--- src/pkg/ofs_pkg.sv ---
/*
 * Constants, types and register map of the output fault supervisor.
 * Assumes comparator results arrive synchronous to clk and that the
 * register master follows the plain strobe protocol.
 */
// Operation
// Decode 4-bit short code: 75 mV steps, code 8 default 0.563 V, 0 top.
// In limp-home use the default short threshold whatever code is stored.
// Short threshold never depends on the analog dimming input.
// Mask short and open-load detection until soft-start ramp reaches 1.75 V.
// When a short has gone, restart regulation through soft start.
// Feedback overvoltage sets its flag and stops gates in break-low.
// Non-latched overvoltage resumes once feedback falls below hysteresis.
// Overvoltage flag clears after the next read of the diagnosis word; here a latched OV flag survives the read.
// With latch enabled, overvoltage stop holds until host writes clear-latch.
// Open load needs feedback above level and current sense below reference.
// Ignore open load while the soft-start ramp is still rising.
// Open load sets its flag, stops in break-low, restarts via soft start.
// Open-load flag clears after the next read of the diagnosis word.
// Several fault flags may be set together, none masks another.
// Discharge the compensation node while open load persists.
// Input overvoltage sets its flag and discharges the soft-start cap.
// After input overvoltage ends, restart through soft start.
// Input OV and enable/UV inputs are hysteretic comparator results.
// Short declared only after 8 consecutive cycles below threshold.
// Short sets its flag and stops in break-low; read clears the flag.
// Flags are registered and held until the clearing read; here a clear-latch write also clears the OV flag.
package ofs_pkg;

	// ----------------------------------------------------------------
	// Register map
	// ----------------------------------------------------------------
	localparam logic [7:0] ADDR_MFS  = 8'h00;
	localparam logic [7:0] ADDR_SWT  = 8'h04;
	localparam logic [7:0] ADDR_CTRL = 8'h08;
	localparam logic [7:0] ADDR_DIAG = 8'h0c;
	localparam logic [7:0] ADDR_STAT = 8'h10;

	localparam logic [3:0]  THR_CODE_RST = 4'h8;
	localparam logic [3:0]  THR_CODE_TOP = 4'h0;
	localparam logic [10:0] THR_BASE_MV  = 11'h026;
	localparam logic [10:0] THR_STEP_MV  = 11'h04b;
	localparam logic [10:0] THR_TOP_MV   = 11'h48b;
	localparam logic [10:0] THR_DEF_MV   = 11'h233;

	localparam int unsigned SHORT_CYC  = 8;
	localparam logic [2:0]  SHORT_LAST = 3'(SHORT_CYC - 1);

	localparam int unsigned DG_SHORT = 0;
	localparam int unsigned DG_OV    = 1;
	localparam int unsigned DG_OL    = 2;
	localparam int unsigned DG_VIN   = 3;
	localparam int unsigned DG_W     = 4;

	localparam int unsigned SWT_OVLAT  = 0;
	localparam int unsigned CTRL_CLEAR_LATCH_CONTROL = 0;

	localparam int unsigned STAT_BRK  = 0;
	localparam int unsigned STAT_LAT  = 1;
	localparam int unsigned STAT_SSD  = 2;
	localparam int unsigned STAT_LIMP = 3;
	localparam int unsigned STAT_DIM  = 8;

	// ----------------------------------------------------------------
	// Types
	// ----------------------------------------------------------------
	typedef struct packed {
		logic fb_below_short;
		logic fb_over_ov;
		logic fb_above_ol;
		logic cs_below_ol_ref;
		logic ss_ready;
		logic input_ov_sense;
		logic enable_uv_sense;
		logic limp_home;
	} ofs_sense_t;

	typedef struct packed {
		logic        break_low;
		logic        ss_discharge;
		logic        comp_discharge;
		logic [10:0] short_thr_mv;
	} ofs_drive_t;

	typedef enum logic [1:0] {
		st_idle,
		st_soft,
		st_run,
		st_stop
	} ofs_state_t;

endpackage

--- src/hdl/ofs_supervisor.sv ---
/*
 * Output fault supervisor: short, output overvoltage, open load and
 * input overvoltage handling with diagnosis flags and registers.
 * Assumes synchronous comparator inputs with analog hysteresis and a
 * register master that never issues read and write together.
 */
// Our own choices: strobed register access and the register addresses.
`timescale 1ns/100ps
module ofs_supervisor (
	input  wire logic              clk,        // 50 MHz clock
	input  wire logic              srst,       // Sync reset, active high
	input  wire logic              ce,         // Clock enable
	input  wire logic [7:0]        addr,       // Register byte address
	input  wire logic [31:0]       wdata,      // Write data
	input  wire logic              wr,         // Write strobe
	input  wire logic              rd,         // Read strobe
	output      logic [31:0]       rdata,      // Read data, next cycle
	input  wire ofs_pkg::ofs_sense_t sense,    // Comparator results
	input  wire logic [7:0]        analog_dim_input, // Dimming setting
	output      ofs_pkg::ofs_drive_t drive     // Power stage controls
);

	// ----------------------------------------------------------------
	// Threshold decode
	// ----------------------------------------------------------------
	function automatic logic [10:0] thr_mv(input logic [3:0] code);
		logic [10:0] steps;
		steps = {7'h00, code} - 11'h001;
		if (code == ofs_pkg::THR_CODE_TOP) begin
			thr_mv = ofs_pkg::THR_TOP_MV;
		end else begin
			thr_mv = 11'(ofs_pkg::THR_BASE_MV
				+ steps * ofs_pkg::THR_STEP_MV);
		end
	endfunction

	// ----------------------------------------------------------------
	// State
	// ----------------------------------------------------------------
	logic [3:0]                 short_threshold_code_reg;
	logic [3:0]                 short_threshold_code_next;
	logic                       overvoltage_latch_enable_reg;
	logic                       overvoltage_latch_enable_next;
	logic [31:0]                rdata_reg;
	logic [31:0]                rdata_next;
	logic [2:0]                 short_cnt_reg;
	logic [2:0]                 short_cnt_next;
	logic [ofs_pkg::DG_W-1:0]   diag_reg;
	logic [ofs_pkg::DG_W-1:0]   diag_next;
	logic                       ov_latched_reg;
	logic                       ov_latched_next;
	ofs_pkg::ofs_state_t        state_reg;
	ofs_pkg::ofs_state_t        state_next;
	ofs_pkg::ofs_drive_t        drive_reg;
	ofs_pkg::ofs_drive_t        drive_next;

	logic                       rd_diag;
	logic                       clear_latch_control;
	logic                       short_cond;
	logic                       short_det;
	logic                       ol_raw;
	logic                       ol_det;
	logic                       ov_det;
	logic                       ov_hold;
	logic                       fault_now;
	logic                       release_ok;
	logic [ofs_pkg::DG_W-1:0]   set_vec;
	logic [31:0]                stat_word;

	assign rdata = rdata_reg;
	assign drive = drive_reg;

	// ----------------------------------------------------------------
	// Register file
	// ----------------------------------------------------------------
	assign rd_diag = rd && (addr == ofs_pkg::ADDR_DIAG);
	assign clear_latch_control = wr && (addr == ofs_pkg::ADDR_CTRL)
		&& wdata[ofs_pkg::CTRL_CLEAR_LATCH_CONTROL];

	always_comb begin
		stat_word = 32'h00000000;
		stat_word[ofs_pkg::STAT_BRK]  = drive_reg.break_low;
		stat_word[ofs_pkg::STAT_LAT]  = ov_latched_reg;
		stat_word[ofs_pkg::STAT_SSD]  = drive_reg.ss_discharge;
		stat_word[ofs_pkg::STAT_LIMP] = sense.limp_home;
		stat_word[ofs_pkg::STAT_DIM +: 8] = analog_dim_input;
	end

	always_comb begin
		short_threshold_code_next = short_threshold_code_reg;
		overvoltage_latch_enable_next = overvoltage_latch_enable_reg;
		rdata_next = 32'h00000000;
		if (wr) begin
			case (addr)
				ofs_pkg::ADDR_MFS: begin
					short_threshold_code_next = wdata[3:0];
				end
				ofs_pkg::ADDR_SWT: begin
					overvoltage_latch_enable_next =
						wdata[ofs_pkg::SWT_OVLAT];
				end
				default: begin
				end
			endcase
		end
		if (rd) begin
			case (addr)
				ofs_pkg::ADDR_MFS: begin
					rdata_next = {28'h0000000, short_threshold_code_reg};
				end
				ofs_pkg::ADDR_SWT: begin
					rdata_next = {31'h00000000,
						overvoltage_latch_enable_reg};
				end
				ofs_pkg::ADDR_DIAG: begin
					rdata_next = {28'h0000000, diag_reg};
				end
				ofs_pkg::ADDR_STAT: begin
					rdata_next = stat_word;
				end
				default: begin
					rdata_next = 32'h00000000;
				end
			endcase
		end
	end

	always_ff @(posedge clk) begin
		if (srst) begin
			short_threshold_code_reg     <= ofs_pkg::THR_CODE_RST;
			overvoltage_latch_enable_reg <= 1'b0;
			rdata_reg                    <= 32'h00000000;
		end else if (ce) begin
			short_threshold_code_reg     <= short_threshold_code_next;
			overvoltage_latch_enable_reg <= overvoltage_latch_enable_next;
			rdata_reg                    <= rdata_next;
		end
	end

	// ----------------------------------------------------------------
	// Fault detection and flags
	// ----------------------------------------------------------------
	assign short_cond = sense.ss_ready && sense.fb_below_short;
	assign short_det  = short_cond
		&& (short_cnt_reg == ofs_pkg::SHORT_LAST);
	assign ol_raw = sense.fb_above_ol && sense.cs_below_ol_ref;
	assign ol_det = ol_raw && sense.ss_ready;
	assign ov_det = sense.fb_over_ov;
	assign ov_hold = ov_det || ov_latched_reg;

	always_comb begin
		set_vec = '0;
		set_vec[ofs_pkg::DG_SHORT] = short_det;
		set_vec[ofs_pkg::DG_OV]    = ov_det;
		set_vec[ofs_pkg::DG_OL]    = ol_det;
		set_vec[ofs_pkg::DG_VIN]   = sense.input_ov_sense;
	end

	always_comb begin
		short_cnt_next = 3'h0;
		if (short_cond && (short_cnt_reg != ofs_pkg::SHORT_LAST)) begin
			short_cnt_next = short_cnt_reg + 3'h1;
		end else if (short_cond) begin
			short_cnt_next = short_cnt_reg;
		end
		// Flags hold until read or, for OV, a clear-latch write; latched OV survives the read
		diag_next = diag_reg;
		if (rd_diag) begin
			diag_next = '0;
			diag_next[ofs_pkg::DG_OV] = diag_reg[ofs_pkg::DG_OV]
				&& ov_latched_reg;
		end
		if (clear_latch_control) begin
			diag_next[ofs_pkg::DG_OV] = 1'b0;
		end
		diag_next = diag_next | set_vec;
		ov_latched_next = ov_latched_reg;
		if (ov_det && overvoltage_latch_enable_reg) begin
			ov_latched_next = 1'b1;
		end else if (clear_latch_control) begin
			ov_latched_next = 1'b0;
		end
	end

	always_ff @(posedge clk) begin
		if (srst) begin
			short_cnt_reg  <= 3'h0;
			diag_reg       <= '0;
			ov_latched_reg <= 1'b0;
		end else if (ce) begin
			short_cnt_reg  <= short_cnt_next;
			diag_reg       <= diag_next;
			ov_latched_reg <= ov_latched_next;
		end
	end

	// ----------------------------------------------------------------
	// Supervisor state machine and drive
	// ----------------------------------------------------------------
	// Comparator outputs already carry hysteresis, taken as levels
	assign fault_now = short_det || ov_hold || ol_det
		|| sense.input_ov_sense;
	assign release_ok = !short_cond && !ov_hold && !ol_raw
		&& !sense.input_ov_sense;

	always_comb begin
		state_next = state_reg;
		case (state_reg)
			ofs_pkg::st_idle: begin
				if (sense.enable_uv_sense && fault_now) begin
					state_next = ofs_pkg::st_stop;
				end else if (sense.enable_uv_sense) begin
					state_next = ofs_pkg::st_soft;
				end
			end
			ofs_pkg::st_soft: begin
				if (!sense.enable_uv_sense) begin
					state_next = ofs_pkg::st_idle;
				end else if (fault_now) begin
					state_next = ofs_pkg::st_stop;
				end else if (sense.ss_ready) begin
					state_next = ofs_pkg::st_run;
				end
			end
			ofs_pkg::st_run: begin
				if (!sense.enable_uv_sense) begin
					state_next = ofs_pkg::st_idle;
				end else if (fault_now) begin
					state_next = ofs_pkg::st_stop;
				end
			end
			ofs_pkg::st_stop: begin
				if (!sense.enable_uv_sense) begin
					state_next = ofs_pkg::st_idle;
				end else if (release_ok) begin
					state_next = ofs_pkg::st_soft;
				end
			end
			default: begin
				state_next = ofs_pkg::st_idle;
			end
		endcase
		drive_next.break_low = (state_next == ofs_pkg::st_idle)
			|| (state_next == ofs_pkg::st_stop);
		drive_next.ss_discharge = drive_next.break_low
			|| sense.input_ov_sense;
		drive_next.comp_discharge = ol_raw;
		// Dimming input takes no part in the threshold
		drive_next.short_thr_mv = sense.limp_home
			? thr_mv(ofs_pkg::THR_CODE_RST)
			: thr_mv(short_threshold_code_reg);
	end

	always_ff @(posedge clk) begin
		if (srst) begin
			state_reg                <= ofs_pkg::st_idle;
			drive_reg.break_low      <= 1'b1;
			drive_reg.ss_discharge   <= 1'b1;
			drive_reg.comp_discharge <= 1'b0;
			drive_reg.short_thr_mv   <= ofs_pkg::THR_DEF_MV;
		end else if (ce) begin
			state_reg <= state_next;
			drive_reg <= drive_next;
		end
	end
endmodule // ofs_supervisor

--- config.mk ---
export PLATFORM = sky130hd
export DESIGN_NAME = ofs_supervisor
export DESIGN_NICKNAME = d
export VERILOG_FILES = /design/src/pkg/ofs_pkg.sv /design/src/hdl/ofs_supervisor.sv
export SDC_FILE = /design/constraint.sdc
export NUM_CORES = 1
export LEC_CHECK = 0
export ABC_CLOCK_PERIOD_IN_PS = 4500
export BUFFER_PORTS_ARGS = -buffer_cell sky130_fd_sc_hd__buf_4
export CAP_MARGIN = 20
export CORE_MARGIN = 1.5
export CORE_UTILIZATION = 49
export DETAILED_ROUTE_END_ITERATION = 8
export PLACE_DENSITY = 0.9
export SYNTH_ARGS = -nofsm -noshare
export SYNTH_HDL_FRONTEND = slang
export SYNTH_SLANG_ARGS = --single-unit
export TNS_END_PERCENT = 20
--- constraint.sdc ---
create_clock -name clk -period 4.5 [get_ports clk]
set_input_delay 0.675 -clock clk [delete_from_list [all_inputs] [get_ports clk]]
set_output_delay 0.675 -clock clk [all_outputs]
set_load 0.01 [all_outputs]
==> reports/qor.csv, run 1 <==
stage,metric,value,unit
outcome,status,finished clean,
worst_setup_path,stages on the worst setup path,14,
synth,Cell variety after synth,60,
clock_tree,H-tree depth,2,
clock_tree,maximum buffer depth of the clock tree,2,
synth,Adder-Cell Fraction of Synth Area,14.81,%
worst_setup_path,Critical Path RT,4.73,ns
global_route,vias in the first global route,2381,
global_route,first-pass GRT wire length,10580,µm
global_route,All-Layer GR Usage,21.47,%
worst_setup_path,FF-to-FF path depth,14,
cells_and_area,Util after Layout,60.16,%
cells_and_area,most frequent cells in the layout,"buf_4, dfxtp_1, nor2_1, a21oi_1, ha_1",
synth,sequential area share after synthesis,29.98,%
synth,XOR/XNOR share of the synthesized area,2.239,%
cells_and_area,"commonest non-fill, non-tap cell in the layout",buf_4,
timing,min cycle time layout,3.998,ns
flow_run,MaxCap Viol Count,0,
routing,DR iter-0 viols,114,
timing,final setup vio count,0,
die,Die X,77.75,µm
global_route,total congestion overflow,0,
power,peak supply drop,0.2266,mV
routing,DRC,0,
synth,synthesized cell area,2738,µm²
cells_and_area,Final nets,459,
clock_tree,cts repair resizes,0,
power,Leak,1.493,nW
placement,RePlAce Congestion,0.8819,
routing,vias per cell,5.381,
clock_tree,Post-CTS Setup Bufs,0,
worst_setup_path,Worst Path Arrival,4.23,ns
timing,clk_skew,0.007080,ns
power,PwrDens,234.3,nW/µm²
timing,PnR worst setup slack,0.5023,ns
cells_and_area,# diodes,0,
synth,"EDFF count, synth",0,
die,IO Pins,107,
synth,ys flop type,dfxtp_1,
timing,RSZ-0062 raised after global routing,no,
synth,Mapped Cells,314,
worst_setup_path,"Buf+Inv Stages, Crit Path",3,
clock_tree,hold buffers post-CTS,0,
die,Die Ht,77.75,µm
die,num rows,27,
min_path,hold path depth,2,
die,Die ar.,6044,µm²
synth,mux cell area share after synthesis,4.022,%
worst_setup_path,CP Capture Type,register,
clock_tree,Worst-Skew Late Latency,0.30,ns
timing,Pins Over Slew Limit,0,
timing,endpoints failing hold,0,
global_route,largest net degree at the start of global routing,44,
clock_tree,CTS Sinks,41,
worst_setup_path,Worst setup SP type,register,
synth,Seq cells post-synth,41,
synth,post-synthesis compound-gate area fraction,18.78,%
routing,drt pass-1 iters,4,
synth,combinational family with the most area after synthesis,simple AND/OR/NAND/NOR gates,
timing,Final period util,88.84,%
synth,"Avg Cell Area, Syn",8.719,µm²
cells_and_area,Layout area overhead,19.52,%
placement,Placement Setup Slack,0.5357,ns
worst_setup_path,Critical-path top delay cell,fa_1,
worst_setup_path,crit-path leading delay family,adder cells,
timing,fmax,250.1,MHz
synth,yosys warns,0,
routing,Routed WL,6065,µm
routing,drt wl/cell,13.75,µm
clock_tree,clk slew on worst S/H paths,0.08,ns
clock_tree,total CTS buffers,5,
routing,Routed Antenna Nets,0,
cells_and_area,layout cells sized above 1,20.87,%
placement,hpwl dp,4578,µm
clock_tree,CTS tree,done,
worst_setup_path,Max Fanout on Critical Path,6,
synth,Post-synth ARST share,0,%
min_path,Hold Path Class,register to register,
die,Initial Utilization,50.33,%
routing,Vias,2373,
worst_setup_path,critical path type,register to register,
global_route,antenna violations before repair,0,
die,core area,5439,µm²
worst_setup_path,Reg2Reg Setup Slack,0.50,ns
timing,Post-Route Setup TNS,0,ns
placement,count of buffers from port buffering,58,
worst_setup_path,crit-path max cell delay,0.52,ns
clock_tree,clk root buf,clkbuf_8,
cells_and_area,max reg flops,14,
worst_setup_path,critical-path cell list,buf_4 > nor3_1 > xor2_1 > ha_1 > ha_1 > inv_1 > fa_1 > inv_1 > ha_1 > fa_1 > a211o_1 > and2_1 > a211o_1 > a21oi_1,
synth,Post-Synth Simple-Gate Area,19.93,%
worst_setup_path,crit-path most repeated cell,ha_1,
cell type report:
cell class	instances	area, µm²
clock inverter	1	30.03
multi-input combinational	240	1712
sequential	41	820.8
clock buffer	7	86.33
inverter	18	67.56
fill	457	2167
tap	72	90.09
timing repair buffer	62	465.4
path summary, 6_finish.rpt:
check,startpoint,endpoint
setup / recovery,short_threshold_code_reg[0],drive[7]
hold / removal,drive[7],drive[7]
setup reg to reg,short_threshold_code_reg[0],drive[7]
hold reg to reg,drive[7],drive[7]
power breakdown:
| group | internal (W) | leakage (nW) | total, W | switching (W) |
|---|---|---|---|---|
| clock | 0.000181 | 0.0585 | 0.000313 | 0.000132 |
| combinational | 0.0000365 | 1.10 | 0.0000831 | 0.0000466 |
| sequential | 0.000367 | 0.332 | 0.000371 | 0.00000392 |
| total | 0.000584 | 1.49 | 0.000767 | 0.000183 |
per-stage QoR:
| stage | hold slack [ns] | power [W] | std cells | cell area, µm² |
|---|---|---|---|---|
| 4_1_cts | 0.4778 | 0.0007734 | 441 | 3272 |
| 6_report | 0.4729 | 0.0007667 | 441 | 3272 |
| 2_1_floorplan | 0.4324 | 0.0004390 | 333 | 2809 |
| 5_1_grt | 0.5008 | 0.0008030 | 441 | 3272 |
| 3_3_place_gp | 0.4580 | 0.0004593 | 433 | 3156 |
| 3_5_place_dp | 0.4675 | 0.0004618 | 433 | 3156 |
per-layer routing:
metal  GRT usage, %  wire, µm  vias to the layer above
met5              0         0                        -
li1               -         -                     1181
met4          7.455        65                        0
met2          39.48      3212                       65
met1          24.15      2477                     1119
met3          4.588       310                        8
cell families after synthesis:
| logic type | Yosys count |
|---|---|
| DFF | 41 |
| and+or+nand+nor | 97 |
| buffers and inverters | 52 |
| other | 1 |
| adders and majority gates | 30 |
| AOI/OAI and AO/OA | 75 |
| muxes | 11 |
| xor gates and xnor gates | 7 |
worst reg2reg max path, delay by kind of cell, from the launching register on:
family | cells | cell delay (ns)
DFF | 1 | 0.32
and+or+nand+nor | 2 | 0.33
buffers and inverters | 3 | 0.25
adders and majority gates | 5 | 1.81
AOI/OAI and AO/OA | 3 | 0.77
xor gates and xnor gates | 1 | 0.43
cells in the mapped netlist (2+ instances only):
| master | number | area, µm² |
|---|---|---|
| clkbuf_1 | 7 | 26.28 |
| nand2_1 | 11 | 41.29 |
| nand3_1 | 5 | 25.02 |
| a22o_1 | 3 | 26.28 |
| buf_1 | 2 | 7.510 |
| o211ai_1 | 4 | 30.03 |
| ha_1 | 26 | 325.3 |
| o21ai_1 | 5 | 25.02 |
| buf_4 | 20 | 150.1 |
| nand2b_1 | 6 | 37.54 |
| mux2i_1 | 11 | 110.1 |
| fa_1 | 4 | 80.08 |
| and4_1 | 2 | 17.52 |
| xor2_1 | 3 | 26.28 |
| inv_1 | 18 | 67.56 |
| nor2_1 | 32 | 120.1 |
| or3_1 | 2 | 12.51 |
| nor3b_1 | 3 | 22.52 |
| or2_1 | 3 | 18.77 |
| nand4_1 | 4 | 25.02 |
| a21o_1 | 2 | 15.01 |
| a22oi_1 | 5 | 37.54 |
| o21bai_1 | 3 | 22.52 |
| a211o_1 | 3 | 26.28 |
| a311oi_1 | 2 | 17.52 |
| nor2b_1 | 13 | 81.33 |
| o32ai_1 | 3 | 26.28 |
| o2111ai_1 | 2 | 17.52 |
| buf_2 | 5 | 25.02 |
| a211oi_1 | 2 | 15.01 |
| nor3_1 | 2 | 10.01 |
| or2_2 | 2 | 12.51 |
| a21oi_1 | 27 | 135.1 |
| and3b_1 | 3 | 26.28 |
| dfxtp_1 | 41 | 820.8 |
| xnor2_1 | 4 | 35.03 |
No activity file was read; power rests on OpenSTA's default activity.
==> inputs of run 2 (changes only) <==
Settings changed: ABC_CLOCK_PERIOD_IN_PS 4500 to 3700, SLEW_MARGIN set to 0.
Clock period 4.5 ns to 3.7 ns, I/O delays scaled along.
==> reports/qor.csv, run 2 (same netlist as run 1, synthesis figures left out) <==
stage,metric,value,unit,change
cells_and_area,max reg flops,14,,unchanged
power,Reg power frac,52.1,%,+3.8 points
global_route,first-pass GRT wire length,10740,µm,+1.5%
global_route,vias in the first global route,2428,,+2.0%
power,combinational power share,11.9,%,+1.1 points
worst_setup_path,crit path to,drive[7],,
global_route,All-Layer GR Usage,22.05,%,+0.59 points
worst_setup_path,Worst setup SP type,register,,
die,Die ar.,6044,µm²,unchanged
power,peak supply drop,0.2025,mV,-11%
routing,drt pass-1 iters,4,,unchanged
cells_and_area,# diodes,0,,unchanged
timing,final setup vio count,0,,unchanged
clock_tree,CTS tree,done,,
timing,clk_skew,0.006798,ns,-0.0002816 ns
timing,Final period util,97.87,%,+9.0 points
min_path,hold path depth,2,,unchanged
power,Leak,1.505,nW,+0.79%
power,Psw,0.0002418,W,+32%
routing,Routed WL,6406,µm,+5.6%
worst_setup_path,Max Fanout on Critical Path,5,,-1
worst_setup_path,critical path type,register to register,,
worst_setup_path,Critical Path RT,3.94,ns,-0.79 ns
clock_tree,hold buffers post-CTS,0,,unchanged
timing,PnR worst setup slack,0.07882,ns,-0.4234 ns
min_path,Hold Path Class,register to register,,
placement,count of buffers from port buffering,58,,unchanged
cells_and_area,fillers,448,,-2.0%
cells_and_area,most frequent cells in the layout,"buf_4, dfxtp_1, nor2_1, a21oi_1, ha_1",,
global_route,largest net degree at the start of global routing,44,,unchanged
die,num rows,27,,unchanged
routing,DR iter-0 viols,128,,+12%
routing,vias per cell,5.501,,+2.2%
timing,endpoints failing hold,0,,unchanged
worst_setup_path,FF-to-FF path depth,15,,+1
die,Die Ht,77.75,µm,unchanged
power,Internal Power,0.0006226,W,+6.6%
routing,Routed Antenna Nets,0,,unchanged
timing,fmax,276.2,MHz,+10%
clock_tree,maximum buffer depth of the clock tree,2,,unchanged
routing,DRC,0,,unchanged
worst_setup_path,Critical R2R Capture,drive[7],,
die,IO Pins,107,,unchanged
placement,RePlAce Congestion,0.8678,,-1.6%
global_route,antenna violations before repair,0,,unchanged
placement,hpwl dp,4876,µm,+6.5%
timing,Pins Over Slew Limit,0,,unchanged
clock_tree,total CTS buffers,5,,unchanged
die,Initial Utilization,50.33,%,unchanged
power,Overall Power,0.0008643,W,+13%
clock_tree,Worst-Skew Late Latency,0.30,ns,about the same
power,clock network power share,36.0,%,-4.8 points
worst_setup_path,CP Capture Type,register,,
worst_setup_path,RR Startpoint,short_threshold_code_reg[0],,
placement,Placement Setup Slack,-0.03237,ns,-0.5680 ns
clock_tree,clk slew on worst S/H paths,0.09,ns,about the same
worst_setup_path,Reg2Reg Setup Slack,0.08,ns,-0.42 ns
cells_and_area,Final nets,463,,+0.87%
clock_tree,H-tree depth,2,,unchanged
routing,drt wl/cell,14.40,µm,+4.7%
outcome,status,finished clean,,
flow_run,MaxCap Viol Count,0,,unchanged
worst_setup_path,Worst Path Arrival,3.86,ns,-0.37 ns
cells_and_area,"commonest non-fill, non-tap cell in the layout",buf_4,,
power,switching share of total power,27.97,%,+4.2 points
routing,Vias,2448,,+3.2%
clock_tree,CTS Sinks,41,,unchanged
global_route,total congestion overflow,0,,unchanged
timing,min cycle time layout,3.621,ns,-0.3766 ns
clock_tree,clk root buf,clkbuf_8,,
timing,RSZ-0062 raised after global routing,yes,,
worst_setup_path,Critical Path Start,short_threshold_code_reg[0],,
cells_and_area,Layout area overhead,21.53,%,
power,PwrDens,259.8,nW/µm²,+11%
die,Die X,77.75,µm,unchanged
cells_and_area,layout cells sized above 1,24.13,%,+3.3 points
die,core area,5439,µm²,unchanged
run 2: routing by layer:
metal,part of all wire (%),track usage (%),vias up
met2,53,40.26,69
met4,2.0,8.545,0
met3,4.9,5.529,15
met1,40,24.20,1171
li1,-,-,1193
met5,0,0,-
run 2: layout make-up:
type | instances | area, µm² | share of cell area (%)
Clock inverter | 3 | 22.52 | 0.6769
Tap cell | 72 | 90.09 | 2.708
Multi-Input combinational cell | 240 | 1758 | 52.84
Sequential cell | 41 | 824.5 | 24.78
Timing Repair Buffer | 66 | 495.5 | 14.89
Clock buffer | 5 | 68.82 | 2.068
Inverter | 18 | 67.56 | 2.031
run 2: power by group through the flow:
stage / clock, W / sequential (W) / combinational (W)
CTS: 0.000314 / 0.000451 / 0.000102
global placement: 0 / 0.000461 / 0.0000984
global route: 0.000331 / 0.000451 / 0.000113
finish: 0.000311 / 0.000450 / 0.000103
detailed placement: 0 / 0.000461 / 0.000101
floorplan: 0 / 0.000460 / 0.0000737
run 2: what timing repair did:
| item | in CTS | in global routing |
|---|---|---|
| gates cloned | 0 | 0 |
| resized for setup | 1 | 4 |
| buffers inserted | 0 | 0 |
| endpoints found under the setup margin | 2 | 4 |
run 2: how the worst min path moves through the flow:
stage	from	endpoint	slack (ns)
after global routing	wdata[1]	short_threshold_code_reg[1]	0.48
after CTS	diag_reg[0]	diag_reg[0]	0.47
final	diag_reg[0]	diag_reg[0]	0.47
after global placement	diag_reg[0]	diag_reg[0]	0.45
after detailed placement	diag_reg[0]	diag_reg[0]	0.46
after floorplan	diag_reg[0]	diag_reg[0]	0.43
run 2: per-stage QoR:
| step | setup TNS, ns | utilization [%] | std cells | hold slack, ns | instance area (µm²) |
|---|---|---|---|---|---|
| global placement | 0 | 59.10 | 437 | 0.4494 | 3214 |
| CTS | 0 | 60.80 | 445 | 0.4736 | 3307 |
| floorplan | 0 | - | 333 | 0.4324 | 2841 |
| finish | 0 | 61.17 | 445 | 0.4686 | 3327 |
| global route | -0.1289 | 61.17 | 445 | 0.4807 | 3327 |
| detailed placement | -0.04206 | 59.10 | 437 | 0.4648 | 3214 |
run 2: critical path, cell delays in order, from the launching register on:
cell	delay, ns
dfxtp_4	0.38
inv_1	0.08
ha_4	0.19
xnor2_4	0.17
inv_2	0.05
ha_1	0.28
ha_1	0.28
inv_1	0.05
fa_1	0.53
inv_1	0.04
ha_2	0.21
fa_2	0.37
a211o_1	0.32
and2_1	0.18
a211o_1	0.29
a21oi_1	0.13
